## src/hw/urbg_map.vh

```
// register map, field positions, reset values and timing counts of the uart block
`ifndef URBG_MAP_VH
`define URBG_MAP_VH
`define URBG_ADDR_CTRL    5'h00
`define URBG_ADDR_DATA    5'h04
`define URBG_ADDR_RATE    5'h08
`define URBG_ADDR_T1CFG   5'h0C
`define URBG_ADDR_T2RLD   5'h10
`define URBG_ADDR_STAT    5'h14
`define URBG_CTRL_SMH     7
`define URBG_CTRL_SML     6
`define URBG_CTRL_MPF     5
`define URBG_CTRL_REN     4
`define URBG_CTRL_TB8     3
`define URBG_CTRL_RB8     2
`define URBG_CTRL_TXF     1
`define URBG_CTRL_RXF     0
`define URBG_RATE_DBL     0
`define URBG_RATE_RSEL    1
`define URBG_RATE_TSEL    2
`define URBG_T1_MODE_LO   8
`define URBG_T1_MODE_HI   9
`define URBG_T1_CNTR      10
`define URBG_T1_RUN       11
`define URBG_CTRL_RST     8'h00
`define URBG_RATE_RST     3'h0
`define URBG_T1CFG_RST    12'h000
`define URBG_T2RLD_RST    16'h0000
`define URBG_MODE_SHIFT   2'h0
`define URBG_MODE_8VAR    2'h1
`define URBG_MODE_9FIX    2'h2
`define URBG_MODE_9VAR    2'h3
`define URBG_M0_DIV_LAST  4'hB
`define URBG_M0_HALF      4'h6
`define URBG_T1_PRE_LAST  4'hB
`define URBG_OVS_LAST     4'hF
`define URBG_RX_MID       4'h7
`define URBG_BITS_8       4'hA
`define URBG_BITS_9       4'hB
`endif

```

## src/hw/urbg_top.v

```verilog
// serial port with mode control, timer 1 and timer 2 rate generation, avalon slave
`timescale 1ns/1ps
// Functional notes
// - both mode bits set: 9-bit async port, rate from timer overflow
// - mode 3 frames like mode 2, timed like mode 1
// - any write to the serial buffer starts a transmission, every mode
// - shift mode: receive starts while receive flag clear and enable set
// - async modes: receive starts on start bit only while enabled
// - shift mode bit rate is core clock over 12
// - 9-bit fixed mode: clock over 64, or over 32 with doubling
// - variable modes timed by timer 1 or timer 2, per direction
// - timer 1 source: rate is overflow rate times 2^doubling over 32
// - timer 1 usable as timer or counter in all three running modes
// - timer 1 8-bit reload: clock/12/(256-reload) times 2^doubling/32
// - timer 2 source: one bit per 16 overflows
// - timer 2 as rate source counts every two core clocks
// - either timer 2 select bit puts timer 2 in rate mode
// - timer 2 rate is clock/(32*(65536-reload))
// - 9-bit frame: start, 8 data lsb first, ninth bit, stop
// - filter bit set and ninth bit 0, or flag still set: frame lost
// - transmit flag at stop start, receive flag mid stop; software clears
// - shift mode: 8 bits lsb first on data line, clock on other pin
`include "urbg_map.vh"
module urbg_top (
  input  wire        clk_in,
  input  wire        sys_rst_in,
  input  wire [4:0]  avs_address_in,
  input  wire        avs_read_in,
  input  wire        avs_write_in,
  input  wire [31:0] avs_writedata_in,
  input  wire [3:0]  avs_byteenable_in,
  output wire [31:0] avs_readdata_out,
  output wire        avs_waitrequest_out,
  input  wire        serial_data_in,
  output wire        serial_data_out,
  output wire        serial_data_oe_out,
  output wire        serial_aux_out,
  input  wire        t1_count_in
);
  reg  [7:0]  ctrl_reg;
  reg  [2:0]  rate_reg;
  reg  [11:0] t1cfg_reg;
  reg  [15:0] t2rld_reg;
  reg  [7:0]  rxbuf_reg;
  reg         wait_reg;
  reg  [31:0] rdata_reg;
  reg  [15:0] t1_reg;
  reg  [3:0]  t1pre_reg;
  reg         t1prev_reg;
  reg         t1half_reg;
  reg  [15:0] t2_reg;
  reg         t2pre_reg;
  reg  [1:0]  p4_reg;
  reg         m0_act_reg;
  reg         m0_rx_reg;
  reg  [3:0]  m0_div_reg;
  reg  [2:0]  m0_cnt_reg;
  reg  [7:0]  m0_sh_reg;
  reg  [10:0] tx_sh_reg;
  reg  [3:0]  tx_cnt_reg;
  reg  [3:0]  tx_sub_reg;
  reg         tx_line_reg;
  reg         rx_act_reg;
  reg  [3:0]  rx_idx_reg;
  reg  [3:0]  rx_sub_reg;
  reg  [8:0]  rx_sh_reg;
  reg         rx_prev_reg;
  reg         dout_reg;
  reg         doe_reg;
  reg         aux_reg;

  wire [1:0] mode = {ctrl_reg[`URBG_CTRL_SMH], ctrl_reg[`URBG_CTRL_SML]};
  wire rx_enable = ctrl_reg[`URBG_CTRL_REN];
  wire mpf = ctrl_reg[`URBG_CTRL_MPF];
  wire rxf = ctrl_reg[`URBG_CTRL_RXF];
  wire rate_doubling_bit = rate_reg[`URBG_RATE_DBL];
  wire receive_clock_select = rate_reg[`URBG_RATE_RSEL];
  wire transmit_clock_select = rate_reg[`URBG_RATE_TSEL];
  wire [1:0] t1_mode = t1cfg_reg[`URBG_T1_MODE_HI:`URBG_T1_MODE_LO];
  wire [7:0] timer1_reload_byte = t1cfg_reg[7:0];

  // bus: one wait cycle, access takes effect where waitrequest is low
  wire req = avs_read_in | avs_write_in;
  wire wr = avs_write_in & ~wait_reg;
  wire be0 = avs_byteenable_in[0];
  wire be1 = avs_byteenable_in[1];
  wire wr_ctrl = wr & be0 & (avs_address_in == `URBG_ADDR_CTRL);
  wire wr_data = wr & be0 & (avs_address_in == `URBG_ADDR_DATA);
  wire wr_rate = wr & be0 & (avs_address_in == `URBG_ADDR_RATE);
  wire wr_t1 = wr & (avs_address_in == `URBG_ADDR_T1CFG);
  wire wr_t2 = wr & (avs_address_in == `URBG_ADDR_T2RLD);

  reg [31:0] rmux;
  always @* begin
    rmux = 32'h0000_0000;
    case (avs_address_in)
      `URBG_ADDR_CTRL: rmux = {24'h000000, ctrl_reg};
      `URBG_ADDR_DATA: rmux = {24'h000000, rxbuf_reg};
      `URBG_ADDR_RATE: rmux = {29'h0000000, rate_reg};
      `URBG_ADDR_T1CFG: rmux = {20'h00000, t1cfg_reg};
      `URBG_ADDR_T2RLD: rmux = {16'h0000, t2rld_reg};
      `URBG_ADDR_STAT: rmux = {30'h0000000, rx_act_reg | (m0_act_reg & m0_rx_reg),
                               (tx_cnt_reg != 4'h0) | (tx_sub_reg != 4'h0)
                               | (m0_act_reg & ~m0_rx_reg)};
      default: rmux = 32'h0000_0000;
    endcase
  end

  // timer 1: prescaled by a machine cycle or counting pin falls
  wire t1_inc = t1cfg_reg[`URBG_T1_RUN] & (t1cfg_reg[`URBG_T1_CNTR]
                ? (t1prev_reg & ~t1_count_in) : (t1pre_reg == `URBG_T1_PRE_LAST));
  reg [15:0] t1_next;
  reg        t1_ovf;
  always @* begin
    t1_next = t1_reg;
    t1_ovf = 1'b0;
    if (t1_inc) begin
      case (t1_mode)
        2'h0: begin
          t1_ovf = (&t1_reg[15:8]) & (&t1_reg[4:0]);
          if (t1_ovf)
            t1_next = {timer1_reload_byte, 8'h00};
          else if (&t1_reg[4:0])
            t1_next = {t1_reg[15:8] + 8'h01, 8'h00};
          else
            t1_next = {t1_reg[15:8], 3'h0, t1_reg[4:0] + 5'h01};
        end
        2'h1: begin
          t1_ovf = &t1_reg;
          t1_next = t1_ovf ? {timer1_reload_byte, 8'h00} : t1_reg + 16'h0001;
        end
        2'h2: begin
          // auto reload of the low byte gives clk/12/(256-reload) overflows
          t1_ovf = &t1_reg[7:0];
          t1_next = {8'h00, t1_ovf ? timer1_reload_byte : t1_reg[7:0] + 8'h01};
        end
        default: t1_next = t1_reg;
      endcase
    end
  end

  // timer 2 rate mode: counts each second clock, reloads on overflow
  wire t2_on = receive_clock_select | transmit_clock_select;
  wire t2_ovf = t2_on & t2pre_reg & (&t2_reg);

  // sixteen-times bit clocks per direction
  wire t1_tick = t1_ovf & (rate_doubling_bit | t1half_reg);
  wire m2_tick = rate_doubling_bit ? p4_reg[0] : (&p4_reg);
  wire rx_tick = (mode == `URBG_MODE_9FIX) ? m2_tick
               : (receive_clock_select ? t2_ovf : t1_tick);
  wire tx_tick = (mode == `URBG_MODE_9FIX) ? m2_tick
               : (transmit_clock_select ? t2_ovf : t1_tick);
  wire async = mode != `URBG_MODE_SHIFT;
  wire [3:0] nbits = (mode[1]) ? `URBG_BITS_9 : `URBG_BITS_8;

  // shift mode engine
  wire m0_bit_end = m0_act_reg & (m0_div_reg == `URBG_M0_DIV_LAST);
  wire m0_done = m0_bit_end & (m0_cnt_reg == 3'h7);
  wire m0_txf_set = m0_done & ~m0_rx_reg;
  wire m0_rxf_set = m0_done & m0_rx_reg;
  wire m0_rx_start = ~async & ~m0_act_reg & rx_enable & ~rxf & ~wr_data;

  // async transmit: flag raised as the stop bit goes out
  wire tx_drive = tx_tick & (tx_sub_reg == 4'h0) & (tx_cnt_reg != 4'h0);
  wire a_txf_set = tx_drive & (tx_cnt_reg == 4'h1);

  // async receive: sample at mid-bit, last sample is the stop bit middle
  wire rx_start = async & rx_enable & ~rx_act_reg & rx_tick
                & rx_prev_reg & ~serial_data_in;
  wire rx_samp = rx_act_reg & rx_tick & (rx_sub_reg == 4'h0);
  wire rx_last = rx_samp & (rx_idx_reg == nbits - 4'h1);
  wire [7:0] rx_word = mode[1] ? rx_sh_reg[7:0] : rx_sh_reg[8:1];
  wire rx_ninth = mode[1] ? rx_sh_reg[8] : serial_data_in;
  // a frame finishing while the flag is still up is dropped, not queued
  wire rx_keep = rx_last & ~rxf & (~mpf | rx_ninth);
  wire a_rxf_set = rx_keep & async;

  // flags: hardware set wins over a software clear in the same cycle
  wire txf_set = m0_txf_set | a_txf_set;
  wire rxf_set = m0_rxf_set | a_rxf_set;
  wire txf_clr = wr_ctrl & ~avs_writedata_in[`URBG_CTRL_TXF];
  wire rxf_clr = wr_ctrl & ~avs_writedata_in[`URBG_CTRL_RXF];

  always @(posedge clk_in or posedge sys_rst_in) begin
    if (sys_rst_in) begin
      ctrl_reg <= `URBG_CTRL_RST;
      rate_reg <= `URBG_RATE_RST;
      t1cfg_reg <= `URBG_T1CFG_RST;
      t2rld_reg <= `URBG_T2RLD_RST;
      rxbuf_reg <= 8'h00;
      wait_reg <= 1'b1;
      rdata_reg <= 32'h0000_0000;
      t1_reg <= 16'h0000;
      t1pre_reg <= 4'h0;
      t1prev_reg <= 1'b1;
      t1half_reg <= 1'b0;
      t2_reg <= 16'h0000;
      t2pre_reg <= 1'b0;
      p4_reg <= 2'h0;
      m0_act_reg <= 1'b0;
      m0_rx_reg <= 1'b0;
      m0_div_reg <= 4'h0;
      m0_cnt_reg <= 3'h0;
      m0_sh_reg <= 8'h00;
      tx_sh_reg <= 11'h7FF;
      tx_cnt_reg <= 4'h0;
      tx_sub_reg <= 4'h0;
      tx_line_reg <= 1'b1;
      rx_act_reg <= 1'b0;
      rx_idx_reg <= 4'h0;
      rx_sub_reg <= 4'h0;
      rx_sh_reg <= 9'h000;
      rx_prev_reg <= 1'b1;
      dout_reg <= 1'b1;
      doe_reg <= 1'b0;
      aux_reg <= 1'b1;
    end else begin
      wait_reg <= ~(req & wait_reg);
      if (req & wait_reg)
        rdata_reg <= rmux;
      if (wr_ctrl)
        ctrl_reg[7:3] <= avs_writedata_in[7:3];
      ctrl_reg[`URBG_CTRL_TXF] <= txf_set | (ctrl_reg[`URBG_CTRL_TXF] & ~txf_clr);
      ctrl_reg[`URBG_CTRL_RXF] <= rxf_set | (rxf & ~rxf_clr);
      if (wr_rate)
        rate_reg <= avs_writedata_in[2:0];
      if (wr_t1 & be0)
        t1cfg_reg[7:0] <= avs_writedata_in[7:0];
      if (wr_t1 & be1)
        t1cfg_reg[11:8] <= avs_writedata_in[11:8];
      if (wr_t2 & be0)
        t2rld_reg[7:0] <= avs_writedata_in[7:0];
      if (wr_t2 & be1)
        t2rld_reg[15:8] <= avs_writedata_in[15:8];

      // timers and prescalers
      t1pre_reg <= (t1pre_reg == `URBG_T1_PRE_LAST) ? 4'h0 : t1pre_reg + 4'h1;
      t1prev_reg <= t1_count_in;
      t1_reg <= t1_next;
      if (t1_ovf)
        t1half_reg <= ~t1half_reg;
      t2pre_reg <= ~t2pre_reg;
      if (~t2_on)
        t2_reg <= t2rld_reg;
      else if (t2pre_reg)
        t2_reg <= (&t2_reg) ? t2rld_reg : t2_reg + 16'h0001;
      p4_reg <= p4_reg + 2'h1;

      // shift mode
      if (wr_data & ~async) begin
        m0_act_reg <= 1'b1;
        m0_rx_reg <= 1'b0;
        m0_div_reg <= 4'h0;
        m0_cnt_reg <= 3'h0;
        m0_sh_reg <= avs_writedata_in[7:0];
      end else if (m0_rx_start) begin
        m0_act_reg <= 1'b1;
        m0_rx_reg <= 1'b1;
        m0_div_reg <= 4'h0;
        m0_cnt_reg <= 3'h0;
      end else if (m0_act_reg) begin
        m0_div_reg <= m0_bit_end ? 4'h0 : m0_div_reg + 4'h1;
        if (m0_bit_end) begin
          m0_cnt_reg <= m0_cnt_reg + 3'h1;
          m0_sh_reg <= {m0_rx_reg ? serial_data_in : 1'b1, m0_sh_reg[7:1]};
          if (m0_done)
            m0_act_reg <= 1'b0;
          if (m0_rxf_set)
            rxbuf_reg <= {serial_data_in, m0_sh_reg[7:1]};
        end
      end

      // async transmit, starts on the next bit clock
      if (wr_data & async) begin
        tx_sh_reg <= {1'b1, mode[1] ? ctrl_reg[`URBG_CTRL_TB8] : 1'b1,
                      avs_writedata_in[7:0], 1'b0};
        tx_cnt_reg <= nbits;
        tx_sub_reg <= 4'h0;
      end else if (tx_tick & ((tx_cnt_reg != 4'h0) | (tx_sub_reg != 4'h0))) begin
        if (tx_drive) begin
          tx_line_reg <= tx_sh_reg[0];
          tx_sh_reg <= {1'b1, tx_sh_reg[10:1]};
          tx_cnt_reg <= tx_cnt_reg - 4'h1;
          tx_sub_reg <= `URBG_OVS_LAST;
        end else
          tx_sub_reg <= tx_sub_reg - 4'h1;
      end
      if (~async)
        tx_line_reg <= 1'b1;

      // async receive
      if (rx_tick)
        rx_prev_reg <= serial_data_in;
      if (~async | ~rx_enable)
        rx_act_reg <= 1'b0;
      else if (rx_start) begin
        rx_act_reg <= 1'b1;
        rx_idx_reg <= 4'h0;
        rx_sub_reg <= `URBG_RX_MID;
      end else if (rx_act_reg & rx_tick) begin
        if (rx_samp) begin
          rx_sub_reg <= `URBG_OVS_LAST;
          rx_idx_reg <= rx_idx_reg + 4'h1;
          // a start bit that is high again at mid-bit was a glitch
          if ((rx_idx_reg == 4'h0) & serial_data_in)
            rx_act_reg <= 1'b0;
          else if (rx_idx_reg != 4'h0)
            rx_sh_reg <= {serial_data_in, rx_sh_reg[8:1]};
          if (rx_last)
            rx_act_reg <= 1'b0;
          if (rx_keep) begin
            rxbuf_reg <= rx_word;
            ctrl_reg[`URBG_CTRL_RB8] <= rx_ninth;
          end
        end else
          rx_sub_reg <= rx_sub_reg - 4'h1;
      end

      // pins: shift clock idles high, low for the first half of each bit
      aux_reg <= async ? tx_line_reg
               : (~m0_act_reg | (m0_div_reg >= `URBG_M0_HALF));
      dout_reg <= m0_sh_reg[0];
      doe_reg <= ~async & m0_act_reg & ~m0_rx_reg;
    end
  end

  assign avs_readdata_out = rdata_reg;
  assign avs_waitrequest_out = wait_reg;
  assign serial_data_out = dout_reg;
  assign serial_data_oe_out = doe_reg;
  assign serial_aux_out = aux_reg;
endmodule // urbg_top

```

## config.mk

```make
export PLATFORM = sky130hd
export DESIGN_NAME = urbg_top
export DESIGN_NICKNAME = d
export VERILOG_FILES = /design/src/hw/urbg_top.v
export VERILOG_INCLUDE_DIRS = /design/src /design/src/hw
export SDC_FILE = /design/constraint.sdc
export NUM_CORES = 1
export LEC_CHECK = 0
export BUFFER_PORTS_ARGS = -buffer_cell sky130_fd_sc_hd__buf_2
export CORE_AREA = 2 2 191 193
export CTS_CLUSTER_SIZE = 10
export DETAILED_ROUTE_END_ITERATION = 6
export DIE_AREA = 0 0 193 195
export PLACE_DENSITY = 0.43
export SLEW_MARGIN = 20
export SYNTH_ARGS = -nofsm -noshare
export SYNTH_HDL_FRONTEND = slang
export SYNTH_SLANG_ARGS = --single-unit
```

## constraint.sdc

```tcl
create_clock -name clk_in -period 15.4 [get_ports clk_in]
set_clock_uncertainty 0.15 [all_clocks]
set_input_delay 1.54 -clock clk_in [delete_from_list [all_inputs] [get_ports clk_in]]
set_output_delay 1.54 -clock clk_in [all_outputs]
set_load 0.1 [all_outputs]
```

; ---- After elaboration in Yosys (flattened, before gate mapping)
; Cells that the tools add are included.
[classes]
n_reduce_logical = 39
eq_ne = 19
muxes = 78
magnitude_cmp = 1
n_addsub = 14
n_bitwise = 86
[ops]
columns = op, count
row1 = $mux 8, 16
row2 = $mux 16, 6
row3 = $pmux 16 s6, 1
row4 = $mux 4, 17
row5 = $and 1x1->1, 52
row6 = $pmux 16 s3, 1
row7 = $mux 11, 3
row8 = $add 16x1->16 const B, 2
row9 = $reduce_and 16->1, 2
row10 = $mux 1, 29
row11 = $not 1->1, 21
row12 = $add 8x1->8 const B, 2
row13 = $reduce_and 8->1, 2
row14 = $reduce_bool 2->1, 8
row15 = $reduce_bool 4->1, 4
row16 = $sub 4x1->4 const B, 4
row17 = $reduce_and 3->1, 5
row18 = $reduce_bool 3->1, 5
row19 = $or 1x1->1, 13
row20 = $add 4x1->4 const B, 3
row21 = $logic_not 4->1, 3
row22 = $mux 3, 4
row23 = $eq 5x4->1 const B, 2
row24 = $eq 5x5->1 const B, 2
row25 = 20 further kinds, 30
[word_totals]
reg_bits = 180
out_inout_bits = 36
word_cells = 273
in_bits = 47

; ---- Depth between registers and ports, before layout
; Gate-level depths: netlist of the first run.
[logic_depth]
ltp_word = 18
depth_mapped = 10

; ---- Worst setup path after synthesis of the first run
; No wires, ideal clock.
[synth_path]
path_type = input to register
start = in avs_address_in[3]
end = reg t2rld_reg[10]
required_time_ns = 15.125
setup_ns = 0.125
path_slack_ns = 11.978
arrival_ns = 3.147
stages = 5
path_cell_list = or3_1 nor3b_2 and3_1 clkbuf_1 mux2_2
[synth_between]
elab_chain_cells = 3
[synth_lines]
columns = element, line
row1 = start: declaration, urbg_top.v:27  ; input wire [4:0] avs_address_in,
row2 = $eq 5x5->1, -
row3 = $and 1x1->1, urbg_top.v:91  ; wire wr_t2 = wr & (avs_address_in == `URBG_ADDR_T2RLD);
row4 = $and 1x1->1, urbg_top.v:233  ; if (wr_t2 & be1)
row5 = end signal: assignment, urbg_top.v:189  ; t2rld_reg <= `URBG_T2RLD_RST;
row6 = end signal: assignment, urbg_top.v:234  ; t2rld_reg[15:8] <= avs_writedata_in[15:8];
row7 = end: declaration, urbg_top.v:43  ; reg [15:0] t2rld_reg;
; No other way between the ends.
; A chain may end at the register's enable or synchronous reset.

; ---- Worst setup path after layout of the first run
[layout_path]
start = in avs_address_in[4]
end = reg rxbuf_reg[4]
[layout_between]
elab_chain_cells = 11
elab_cells_between_ends = 12
[layout_lines]
columns = element, line
row1 = $eq 5x3->1 (*), -
row2 = $and 1x1->1 (*), urbg_top.v:88  ; wire wr_data = wr & be0 & (avs_address_in == `URBG_ADDR_DATA);
row3 = $not 1->1, urbg_top.v:161  ; wire m0_rx_start = ~async & ~m0_act_reg & rx_enable & ~rxf & ~wr_data;
row4 = $and 1x1->1, urbg_top.v:161
row5 = $mux 8, urbg_top.v:256  ; end else if (m0_rx_start) begin
row6 = $mux 8 (*), urbg_top.v:250  ; if (wr_data & ~async) begin
row7 = $mux 8, urbg_top.v:311  ; if (rx_keep) begin
row8 = $mux 8, urbg_top.v:301  ; if (rx_samp) begin
row9 = $mux 8, urbg_top.v:300  ; end else if (rx_act_reg & rx_tick) begin
row10 = $mux 8, urbg_top.v:296  ; else if (rx_start) begin
row11 = $mux 8 (*), urbg_top.v:294  ; if (~async | ~rx_enable)
row12 = end signal: assignment, urbg_top.v:269  ; rxbuf_reg <= {serial_data_in, m0_sh_reg[7:1]};
row13 = end signal: assignment, urbg_top.v:312  ; rxbuf_reg <= rx_word;
row14 = end: declaration, urbg_top.v:44  ; reg [7:0] rxbuf_reg;
; Every way passes the cells marked *; elsewhere a longest branch is shown, timed or not.

==> results by group, run 1 <==
Worst setup path
  – Number of buffers and inverters on the critical path: 1
  – Largest stage delay on the critical path: 660 ps
  – Critical path class: input pin to register
  – Arrival time reported for the critical path endpoint: 4010 ps
  – Reg-to-reg setup timing slack: 12300 ps
  – CP Launch Type: input pin
  – FF-to-FF End: tx_cnt_reg[1]
  – Most used cell along the critical path: sky130_fd_sc_hd__mux2i_1
  – Worst-path cell chain: buf_2, nor4_1, nand3_1, a21oi_1, nor2_1, mux2i_1, mux2i_1
  – Category of the worst setup path capture point: register
  – Required time at the endpoint of the critical path: 15560 ps
  – Cell with the largest stage delay on the worst path: sky130_fd_sc_hd__a21oi_1
  – Cell type group with the largest total delay on the critical path: simple AND/OR/NAND/NOR gates
  – FF-to-FF Start: t1_reg[8]
  – Maximum fanout along the worst path: 8
  – R2r worst-path depth: 7

Power and ir drop
  – Overall power: 1213 uW
  – Leakage power: 0.004369 uW
  – Power density normalized to cell area: 119.9 nW/um^2
  – Maximum VDD drop: 0.07004 mV

Synth
  – Netlist cell types: 79
  – Top cells by area, synth: sky130_fd_sc_hd__dfrtp_1, sky130_fd_sc_hd__mux2i_1, sky130_fd_sc_hd__mux2_2
  – Post-Syn Area per Cell: 9.720 um^2
  – Cell area after synthesis: 8826 um^2
  – Fraction of post-synthesis cell area in the top cell type by area: 41.68%
  – Count of flip-flops with a built-in enable after synthesis: 0
  – Post-synth top area cell: sky130_fd_sc_hd__dfrtp_1
  – Post-synthesis sequential area ratio: 46.44%
  – Count of state elements after synthesis: 163
  – Gate count after technology mapping: 908
  – Count of yosys warnings during synthesis: 0
  – FFs w/ async S/R, synth: 100.0%
  – Most instantiated flip-flop cell in the synthesis netlist: sky130_fd_sc_hd__dfrtp_1

STA
  – Total negative slack: 0 ps
  – Final hold violation count: 0
  – Actual transition at the worst max-transition pin: 932.3 ps
  – Fmax: 259.6 MHz
  – Minimum clock period: 3852 ps
  – Hold slack: 255.1 ps
  – Crit share post-route: 25.01%
  – Setup repair after global routing missed its margin: no
  – Relative slew slack: 37.84%
  – Number of pins with negative max-slew slack in the final report: 0
  – Setup-failing EPs final: 0

GRT
  – Total global routing track utilization: 13.41%
  – Antenna violations before repair: 3
  – Total grt overflow: 0
  – Pin count of the biggest net entering global routing: 94
  – Via count of the first global-routing pass: 6753
  – First-pass GRT wire length: 39110 um

Routing
  – Routed wire per std cell: 17.17 um
  – DRC errors left: 0
  – Drt via density: 4.804
  – Wirelength, routed: 24470 um
  – Total via count after detailed routing: 6846
  – Routed Antenna Nets: 0
  – TritonRoute pass-1 iters: 6
  – First DRT Iteration DRCs: 518

Floorplanning
  – Floorplan die area: 37640 um^2
  – Standard-cell rows: 69
  – Core area: 35400 um^2
  – Horiz. Die Dim: 193 um
  – Die height: 195 um
  – Number of top-level pins: 83
  – Initial core utilization: 24.93%

Min path
  – Worst hold start: m0_sh_reg[0]
  – Hold Crit Endpoint: serial_data_out
  – Worst min path class: register to register
  – Count of cells along the worst hold path: 0

Flow run
  – Max_cap viols: 0

CTS
  – Hold-fix buffers at CTS: 0
  – Number of clock buffers inserted by TritonCTS: 17
  – CTS clock-pin slew for the worst setup and hold paths: 70 ps
  – Buffers from clock root to sink, at most: 2
  – Post-cts repair resize count: 0
  – Worst-skew pair later-pin latency: 430 ps
  – TritonCTS clock tree: built
  – Number of clock sinks seen by CTS: 163
  – Root buffer cell: sky130_fd_sc_hd__clkbuf_16
  – Buffers inserted during post-CTS setup optimization: 0
  – Clock H-tree levels: 4

Place
  – Post-place instance area: 9522 um^2
  – Final weighted congestion of routability-driven global placement: 0.7948
  – Estimated wirelength of the detail-placed design: 17530 um
  – Number of port buffers: 48

Cells and area
  – Commonest cells after routing, fill and taps aside: sky130_fd_sc_hd__dfrtp_1, sky130_fd_sc_hd__nand2_1, sky130_fd_sc_hd__nor2_1
  – Final-stage net count: 1018
  – Growth of design area from synthesis to finish: 14.63%
  – Fillcell total: 3747
  – Fin util: 28.58%
  – Fin area: 10120 um^2
  – Most common cell after layout, fill and taps aside: sky130_fd_sc_hd__dfrtp_1
  – Share of layout cells above drive strength 1: 17.46%

Run status
  – Outcome: completed
metal layers:
metal / global-route usage, % / part of all wire, % / up-vias
met2: 19.90 / 44 / 113
met4: 3.339 / 0.99 / 2
met3: 2.696 / 3.8 / 17
li1: - / - / 3363
met1: 19.80 / 51 / 3351
met5: 0 / 0.057 / -
report_power, final:
part	total, uW	internal, uW	leakage [uW]	switching (uW)
clock	432	236	0.000296	196
combinational	224	80.6	0.00201	144
sequential	557	490	0.00206	67.0
total	1210	807	0.00437	406
cell usage after synthesis, types with 5 or more instances:
cell and instances:
sky130_fd_sc_hd__mux2_2 42, sky130_fd_sc_hd__nor2_1 72, sky130_fd_sc_hd__dfrtp_1 147, sky130_fd_sc_hd__ha_1 22, sky130_fd_sc_hd__and2_1 8, sky130_fd_sc_hd__mux2i_1 50, sky130_fd_sc_hd__nand3_1 26, sky130_fd_sc_hd__a21oi_1 64
sky130_fd_sc_hd__o21ai_0 69, sky130_fd_sc_hd__inv_1 27, sky130_fd_sc_hd__xnor2_1 8, sky130_fd_sc_hd__or3_1 6, sky130_fd_sc_hd__nand2_1 110, sky130_fd_sc_hd__nor4_1 6, sky130_fd_sc_hd__clkbuf_1 26, sky130_fd_sc_hd__nand4_1 14
sky130_fd_sc_hd__nand2b_1 6, sky130_fd_sc_hd__dfstp_2 16, sky130_fd_sc_hd__a211oi_1 8, sky130_fd_sc_hd__nor2b_1 6, sky130_fd_sc_hd__and3_1 11, sky130_fd_sc_hd__a21o_1 10, sky130_fd_sc_hd__o21ai_1 5, sky130_fd_sc_hd__a222oi_1 7
sky130_fd_sc_hd__buf_4 16, sky130_fd_sc_hd__a31oi_1 6, sky130_fd_sc_hd__a22oi_1 8, sky130_fd_sc_hd__nor3_1 14
through the flow:
step / cells / setup WS (ps)
floorplan: 923 / 9332
global placement: 1391 / 10980
detailed placement: 1391 / 11080
CTS: 1423 / 11500
global route: 1423 / 11250
finish: 1425 / 11550
area by class of cell:
class	count	area, um^2	share of cell area (%)
diodes	2	5.005	0.04947
clock buffers	20	489.2	4.836
flip-flops and latches	163	4099	40.51
repair buffers	57	307.8	3.042
inverters	27	106.4	1.051
well taps	461	576.8	5.701
clock inverters	12	101.3	1.002
multi-input cells	683	4432	43.80
how the worst max path moves through the flow:
| stage | start | end | cells past startpoint |
|---|---|---|---|
| final | avs_address_in[4] | rxbuf_reg[4] | 7 |
| after global routing | avs_address_in[4] | rxbuf_reg[4] | 7 |
| after CTS | avs_address_in[4] | rxbuf_reg[4] | 7 |
| after detailed placement | avs_address_in[4] | rxbuf_reg[4] | 7 |
| after global placement | avs_address_in[4] | rxbuf_reg[4] | 7 |
| after floorplan | sys_rst_in | avs_readdata_out[0] | 1 |
cells by family after synthesis:
kind of cell	count (synthesis)	share of synthesized area, %
AOI/OAI and AO/OA	235	17.01
xor gates and xnor gates	12	1.191
adders and majority gates	22	3.119
buffers and inverters	77	4.097
DFF	163	46.44
muxes	92	11.03
other	1	0.04249
and+or+nand+nor	306	17.07
No activity file was read; power rests on OpenSTA's default activity.
==> run 2, diff against run 1 <==
--- a/config.mk
+++ b/config.mk
@@ -11,7 +11,7 @@
 export CTS_CLUSTER_SIZE = 10
 export DETAILED_ROUTE_END_ITERATION = 6
 export DIE_AREA = 0 0 193 195
-export PLACE_DENSITY = 0.43
+export PLACE_DENSITY = 0.44
 export SLEW_MARGIN = 20
 export SYNTH_ARGS = -nofsm -noshare
 export SYNTH_HDL_FRONTEND = slang
==> constraint.sdc (replaced) <==
create_clock -name clk_in -period 3.2 [get_ports clk_in]
set_clock_uncertainty 0.15 [all_clocks]
set_input_delay 0.32 -clock clk_in [delete_from_list [all_inputs] [get_ports clk_in]]
set_output_delay 0.32 -clock clk_in [all_outputs]
set_load 0.1 [all_outputs]
==> results by group, run 2 (synthesized netlist as in run 1, its figures left out) <==
Routing
  – Routed wire per std cell: 17.26 um
  – DRC errors left: 0
  – Drt via density: 4.881
  – Total via count after detailed routing: 7087
  – TritonRoute pass-1 iters: 5
  – Wirelength, routed: 25070 um
  – First DRT Iteration DRCs: 476
  – Routed Antenna Nets: 0

Min path
  – Worst hold start: avs_writedata_in[6]
  – Worst min path class: input pin to register
  – Count of cells along the worst hold path: 3
  – Hold Crit Endpoint: ctrl_reg[6]

Place
  – Final weighted congestion of routability-driven global placement: 0.8074
  – Estimated wirelength of the detail-placed design: 18330 um
  – Number of port buffers: 48
  – Pre-CTS setup slack: 332.6 ps

STA
  – Hold slack: 31.81 ps
  – Minimum clock period: 2835 ps
  – Crit share post-route: 88.61%
  – Setup-failing EPs final: 0
  – Worst setup margin: 364.6 ps
  – Setup repair after global routing missed its margin: no
  – Relative slew slack: 39.11%
  – Actual transition at the worst max-transition pin: 910.0 ps
  – Number of pins with negative max-slew slack in the final report: 0
  – Total negative slack: 0 ps
  – Final hold violation count: 0
  – Fmax: 352.7 MHz

Worst setup path
  – Category of the worst setup path capture point: register
  – Arrival time reported for the critical path endpoint: 3020 ps
  – R2r worst-path depth: 8
  – Reg-to-reg setup timing slack: 360 ps
  – Maximum fanout along the worst path: 17
  – Critical path class: register to register
  – FF-to-FF Start: t1_reg[0]
  – CP Launch Type: register
  – Required time at the endpoint of the critical path: 3380 ps
  – FF-to-FF End: tx_sh_reg[3]

Floorplanning
  – Horiz. Die Dim: 193 um
  – Floorplan die area: 37640 um^2
  – Die height: 195 um
  – Initial core utilization: 24.93%
  – Core area: 35400 um^2
  – Number of top-level pins: 83
  – Standard-cell rows: 69

GRT
  – Pin count of the biggest net entering global routing: 38
  – Antenna violations before repair: 0
  – Via count of the first global-routing pass: 7026
  – Total grt overflow: 0
  – First-pass GRT wire length: 40330 um
  – Total global routing track utilization: 13.81%

Cells and area
  – Final-stage net count: 1047
  – Growth of design area from synthesis to finish: 17.46%
  – Total inserted antenna cells: 0
  – Fillcell total: 3704
  – Share of layout cells above drive strength 1: 18.77%
  – Most common cell after layout, fill and taps aside: sky130_fd_sc_hd__dfrtp_1
  – Commonest cells after routing, fill and taps aside: sky130_fd_sc_hd__dfrtp_1, sky130_fd_sc_hd__nand2_1, sky130_fd_sc_hd__nor2_1

Flow run
  – Max_cap viols: 0

Run status
  – Outcome: completed

CTS
  – Number of clock buffers inserted by TritonCTS: 17
  – Buffers inserted during post-CTS setup optimization: 0
  – Root buffer cell: sky130_fd_sc_hd__clkbuf_16
  – Number of clock sinks seen by CTS: 163
  – Clock H-tree levels: 4
  – TritonCTS clock tree: built
  – Buffers from clock root to sink, at most: 2
  – Worst-skew pair later-pin latency: 430 ps
  – CTS clock-pin slew for the worst setup and hold paths: 70 ps

Power and ir drop
  – Maximum VDD drop: 0.2863 mV
  – Leakage power: 0.004496 uW
  – Power density normalized to cell area: 560.3 nW/um^2
run 2: worst max path at each step:
stage                     depth (start not counted)  slack, ps           end                 from
final                                             8        360  tx_sh_reg[3]            t1_reg[0]
after CTS                                         8        310  tx_sh_reg[4]            t1_reg[0]
after detailed placement                          8        330  tx_sh_reg[4]            t1_reg[0]
after global placement                            8        380  tx_sh_reg[2]            t1_reg[0]
after floorplan                                   7        550  rxbuf_reg[0]  avs_waitrequest_out
after global routing                              8         60  tx_sh_reg[7]            t1_reg[0]
run 2: critical path: stages, from the launching register on:
cell and delay (ps):
sky130_fd_sc_hd__dfrtp_1 410, sky130_fd_sc_hd__ha_1 270, sky130_fd_sc_hd__nand4_1 260, sky130_fd_sc_hd__nor3_1 400
sky130_fd_sc_hd__o2111ai_1 420, sky130_fd_sc_hd__a21oi_4 250, sky130_fd_sc_hd__buf_4 270, sky130_fd_sc_hd__mux2i_1 220
sky130_fd_sc_hd__a21oi_1 80
run 2: timing repair:
action / 4_1_cts / 5_1_grt
hold endpoints to repair: 34 / 0
resized for setup: 0 / 0
hold buffers: 11 / 0
run 2: power by group:
part	total [uW]	switching, uW	leakage [uW]	internal [uW]
registers	2680	318	0.00206	2360
clock network	2020	992	0.000275	1030
logic	1110	701	0.00216	409
total	5810	2010	0.00450	3800
run 2: layout make-up:
cell class              count  area (um^2)  share of cell area [%]
multi-input cells         683         4432                   42.75
flip-flops and latches    163         4099                   39.54
repair buffers             86        590.6                   5.696
well taps                 461        576.8                   5.564
clock buffers              17        425.4                   4.103
clock inverters            15        138.9                   1.340
inverters                  27        105.1                   1.014
run 2: layer usage:
metal | routed length, um | global-route usage [%] | vias to the layer above
li1 | - | - | 3430
met1 | 12800 | 20.43 | 3466
met2 | 10990 | 20.55 | 166
met3 | 897 | 2.390 | 25
met4 | 383 | 3.816 | 0
met5 | 0 | 0 | -
run 2: stage by stage:
stage	cell area, um^2	total power [uW]	std cells	utilization, %
after global routing	10370	6169	1452	29.29
after global placement	9693	3810	1409	27.38
final	10370	5809	1452	29.29
after CTS	10370	5883	1452	29.29
after detailed placement	9693	3825	1409	27.38
after floorplan	8886	3520	923	-
==> run 3, diff against run 2 <==
--- a/config.mk
+++ b/config.mk
@@ -11,7 +11,7 @@
 export CTS_CLUSTER_SIZE = 10
 export DETAILED_ROUTE_END_ITERATION = 6
 export DIE_AREA = 0 0 193 195
-export PLACE_DENSITY = 0.44
+export PLACE_DENSITY = 0.43
 export SLEW_MARGIN = 20
 export SYNTH_ARGS = -nofsm -noshare
 export SYNTH_HDL_FRONTEND = slang
==> constraint.sdc (replaced) <==
create_clock -name clk_in -period 3.65 [get_ports clk_in]
set_clock_uncertainty 0.15 [all_clocks]
set_input_delay 0.365 -clock clk_in [delete_from_list [all_inputs] [get_ports clk_in]]
set_output_delay 0.365 -clock clk_in [all_outputs]
set_load 0.1 [all_outputs]
==> results by group, run 3 (synthesized netlist as in run 1, its figures left out) <==
Run status
  – Outcome: complete, but fails checks
  – Violated checks: hold timing

GRT
  – Met2 GRT Util: 20.30%
  – Total global routing track utilization: 13.73%
  – M1 GR Usage: 20.02%
  – Via count of the first global-routing pass: 6940
  – Pin count of the biggest net entering global routing: 164
  – Antenna violations before repair: 2
  – Met3 capacity usage during global routing: 2.930%
  – First-pass GRT wire length: 39940 um
  – Routing layer with the top usage in global route: met2
  – Total grt overflow: 0

Routing
  – Routed wire per std cell: 17.14 um
  – Routed Antenna Nets: 0
  – TritonRoute pass-1 iters: 5
  – Total via count after detailed routing: 6811
  – First DRT Iteration DRCs: 431
  – DRC errors left: 0
  – Wirelength, routed: 24520 um
  – Drt via density: 4.763

Floorplanning
  – Number of top-level pins: 83
  – Floorplan die area: 37640 um^2
  – Horiz. Die Dim: 193 um
  – Initial core utilization: 24.93%
  – Die height: 195 um
  – Core area: 35400 um^2
  – Standard-cell rows: 69

Power and ir drop
  – Cell-internal power: 3308 uW
  – Part of the total power dissipated in the clock network: 33.9%
  – Power density normalized to cell area: 493.1 nW/um^2
  – Maximum VDD drop: 0.2708 mV
  – Combinational Power Share: 18.9%
  – Part of the total power dissipated in sequential elements: 47.2%
  – Net switching fraction of the power: 33.74%
  – Switching Power: 1685 uW
  – Leakage power: 0.004359 uW

STA
  – Crit share post-route: 77.45%
  – Hold slack: -52.83 ps
  – Setup repair after global routing missed its margin: no
  – Relative slew slack: 25.77%
  – Total negative slack: 0 ps
  – Number of pins with negative max-slew slack in the final report: 0
  – Final hold violation count: 20
  – Minimum clock period: 2827 ps
  – Fmax: 353.7 MHz
  – Setup-failing EPs final: 0
  – Actual transition at the worst max-transition pin: 1114 ps

CTS
  – Clock H-tree levels: 4
  – Number of clock buffers inserted by TritonCTS: 17
  – Buffers from clock root to sink, at most: 2
  – Number of clock sinks seen by CTS: 163
  – Root buffer cell: sky130_fd_sc_hd__clkbuf_16
  – TritonCTS clock tree: built
  – CTS clock-pin slew for the worst setup and hold paths: 70 ps
  – Worst-skew pair later-pin latency: 430 ps

Cells and area
  – Fin util: 28.61%
  – Fin area: 10130 um^2
  – Fillcell total: 3769
  – Count of non-filler cells in the finished layout: 1430
  – Growth of design area from synthesis to finish: 14.73%
  – Most common cell after layout, fill and taps aside: sky130_fd_sc_hd__dfrtp_1
  – Commonest cells after routing, fill and taps aside: sky130_fd_sc_hd__dfrtp_1, sky130_fd_sc_hd__nand2_1, sky130_fd_sc_hd__nor2_1
  – Share of layout cells above drive strength 1: 17.67%
  – Final-stage net count: 1024

Worst setup path
  – Maximum fanout along the worst path: 17
  – Required time at the endpoint of the critical path: 3830 ps
  – FF-to-FF Start: t1_reg[0]
  – FF-to-FF End: tx_sh_reg[1]
  – CP Launch Type: register
  – Arrival time reported for the critical path endpoint: 3010 ps
  – Reg-to-reg setup timing slack: 820 ps
  – Category of the worst setup path capture point: register
  – Critical path class: register to register
  – Start point of the critical path: t1_reg[0]
  – R2r worst-path depth: 8

Place
  – Post-place instance area: 9570 um^2
  – Estimated wirelength of the detail-placed design: 17510 um
  – Cells after DPL: 1396
  – Final weighted congestion of routability-driven global placement: 0.8015
  – Number of port buffers: 48

Min path
  – Worst min path class: input pin to async pin

Flow run
  – Max_cap viols: 0
run 3: cell count changes in the layout (fill, tap and decap cells not counted), sizes merged:
cell         delta
buf            -13
clkinv          -1
clkbuf          +2
diode           +1
clkinvlp        +2
dlygate4sd3    -10
inv             -3
run 3: through the flow:
stage	worst slack, ps	power (uW)	hold WS (ps)
detailed placement	816.6	3346	224.6
finish	823.0	4993	-52.83
CTS	775.8	5079	4.863
global route	563.3	5309	7.798
global placement	813.7	3331	230.1
floorplan	1003	3086	204.3
run 3: what timing repair did:
| action | in CTS | in global routing |
|---|---|---|
| setup buffers | 0 | 0 |
| hold endpoints to repair | 1 | 0 |
| hold buffers | 1 | 0 |
| gates resized for setup | 0 | 0 |
run 3: power by group through the flow:
stage | Combinational [uW] | Clock (uW) | Sequential, uW
after CTS | 961 | 1760 | 2360
after detailed placement | 959 | 0 | 2390
after global routing | 1070 | 1830 | 2410
final | 945 | 1690 | 2360
after global placement | 948 | 0 | 2380
after floorplan | 677 | 0 | 2410
run 3: how the worst max path moves through the flow:
stage | slack (ps) | cells after the start | endpoint
5_1_grt | 560 | 7 | rxbuf_reg[7]
2_1_floorplan | 1000 | 7 | rxbuf_reg[0]
4_1_cts | 780 | 8 | tx_sh_reg[1]
6_report | 820 | 8 | tx_sh_reg[1]
3_3_place_gp | 810 | 8 | tx_sh_reg[1]
3_5_place_dp | 820 | 8 | tx_sh_reg[1]
run 3: routing by layer:
layer	wire length [um]	part of all wire, %	vias to the layer above
li1	-	-	3372
met1	12460	51	3272
met2	10640	43	145
met3	1028	4.2	20
met4	379	1.5	2
met5	13	0.053	-
run 3: layout make-up:
class / count / area, um^2 / area share (%)
flip-flops and latches: 163 / 4099 / 40.48
inverters: 27 / 105.1 / 1.038
diodes: 1 / 2.502 / 0.02471
clock inverters: 13 / 100.1 / 0.9885
well taps: 461 / 576.8 / 5.696
repair buffers: 63 / 367.9 / 3.633
multi-input cells: 683 / 4432 / 43.77
clock buffers: 19 / 442.9 / 4.374
run 3: critical path, stage by stage, from the launching register on:
cell and delay [ps]:
sky130_fd_sc_hd__dfrtp_1 410, sky130_fd_sc_hd__ha_1 270, sky130_fd_sc_hd__nand4_1 270, sky130_fd_sc_hd__nor3_1 390, sky130_fd_sc_hd__o2111ai_1 400, sky130_fd_sc_hd__a21oi_4 250
sky130_fd_sc_hd__buf_4 270, sky130_fd_sc_hd__mux2i_1 220, sky130_fd_sc_hd__a21oi_1 90
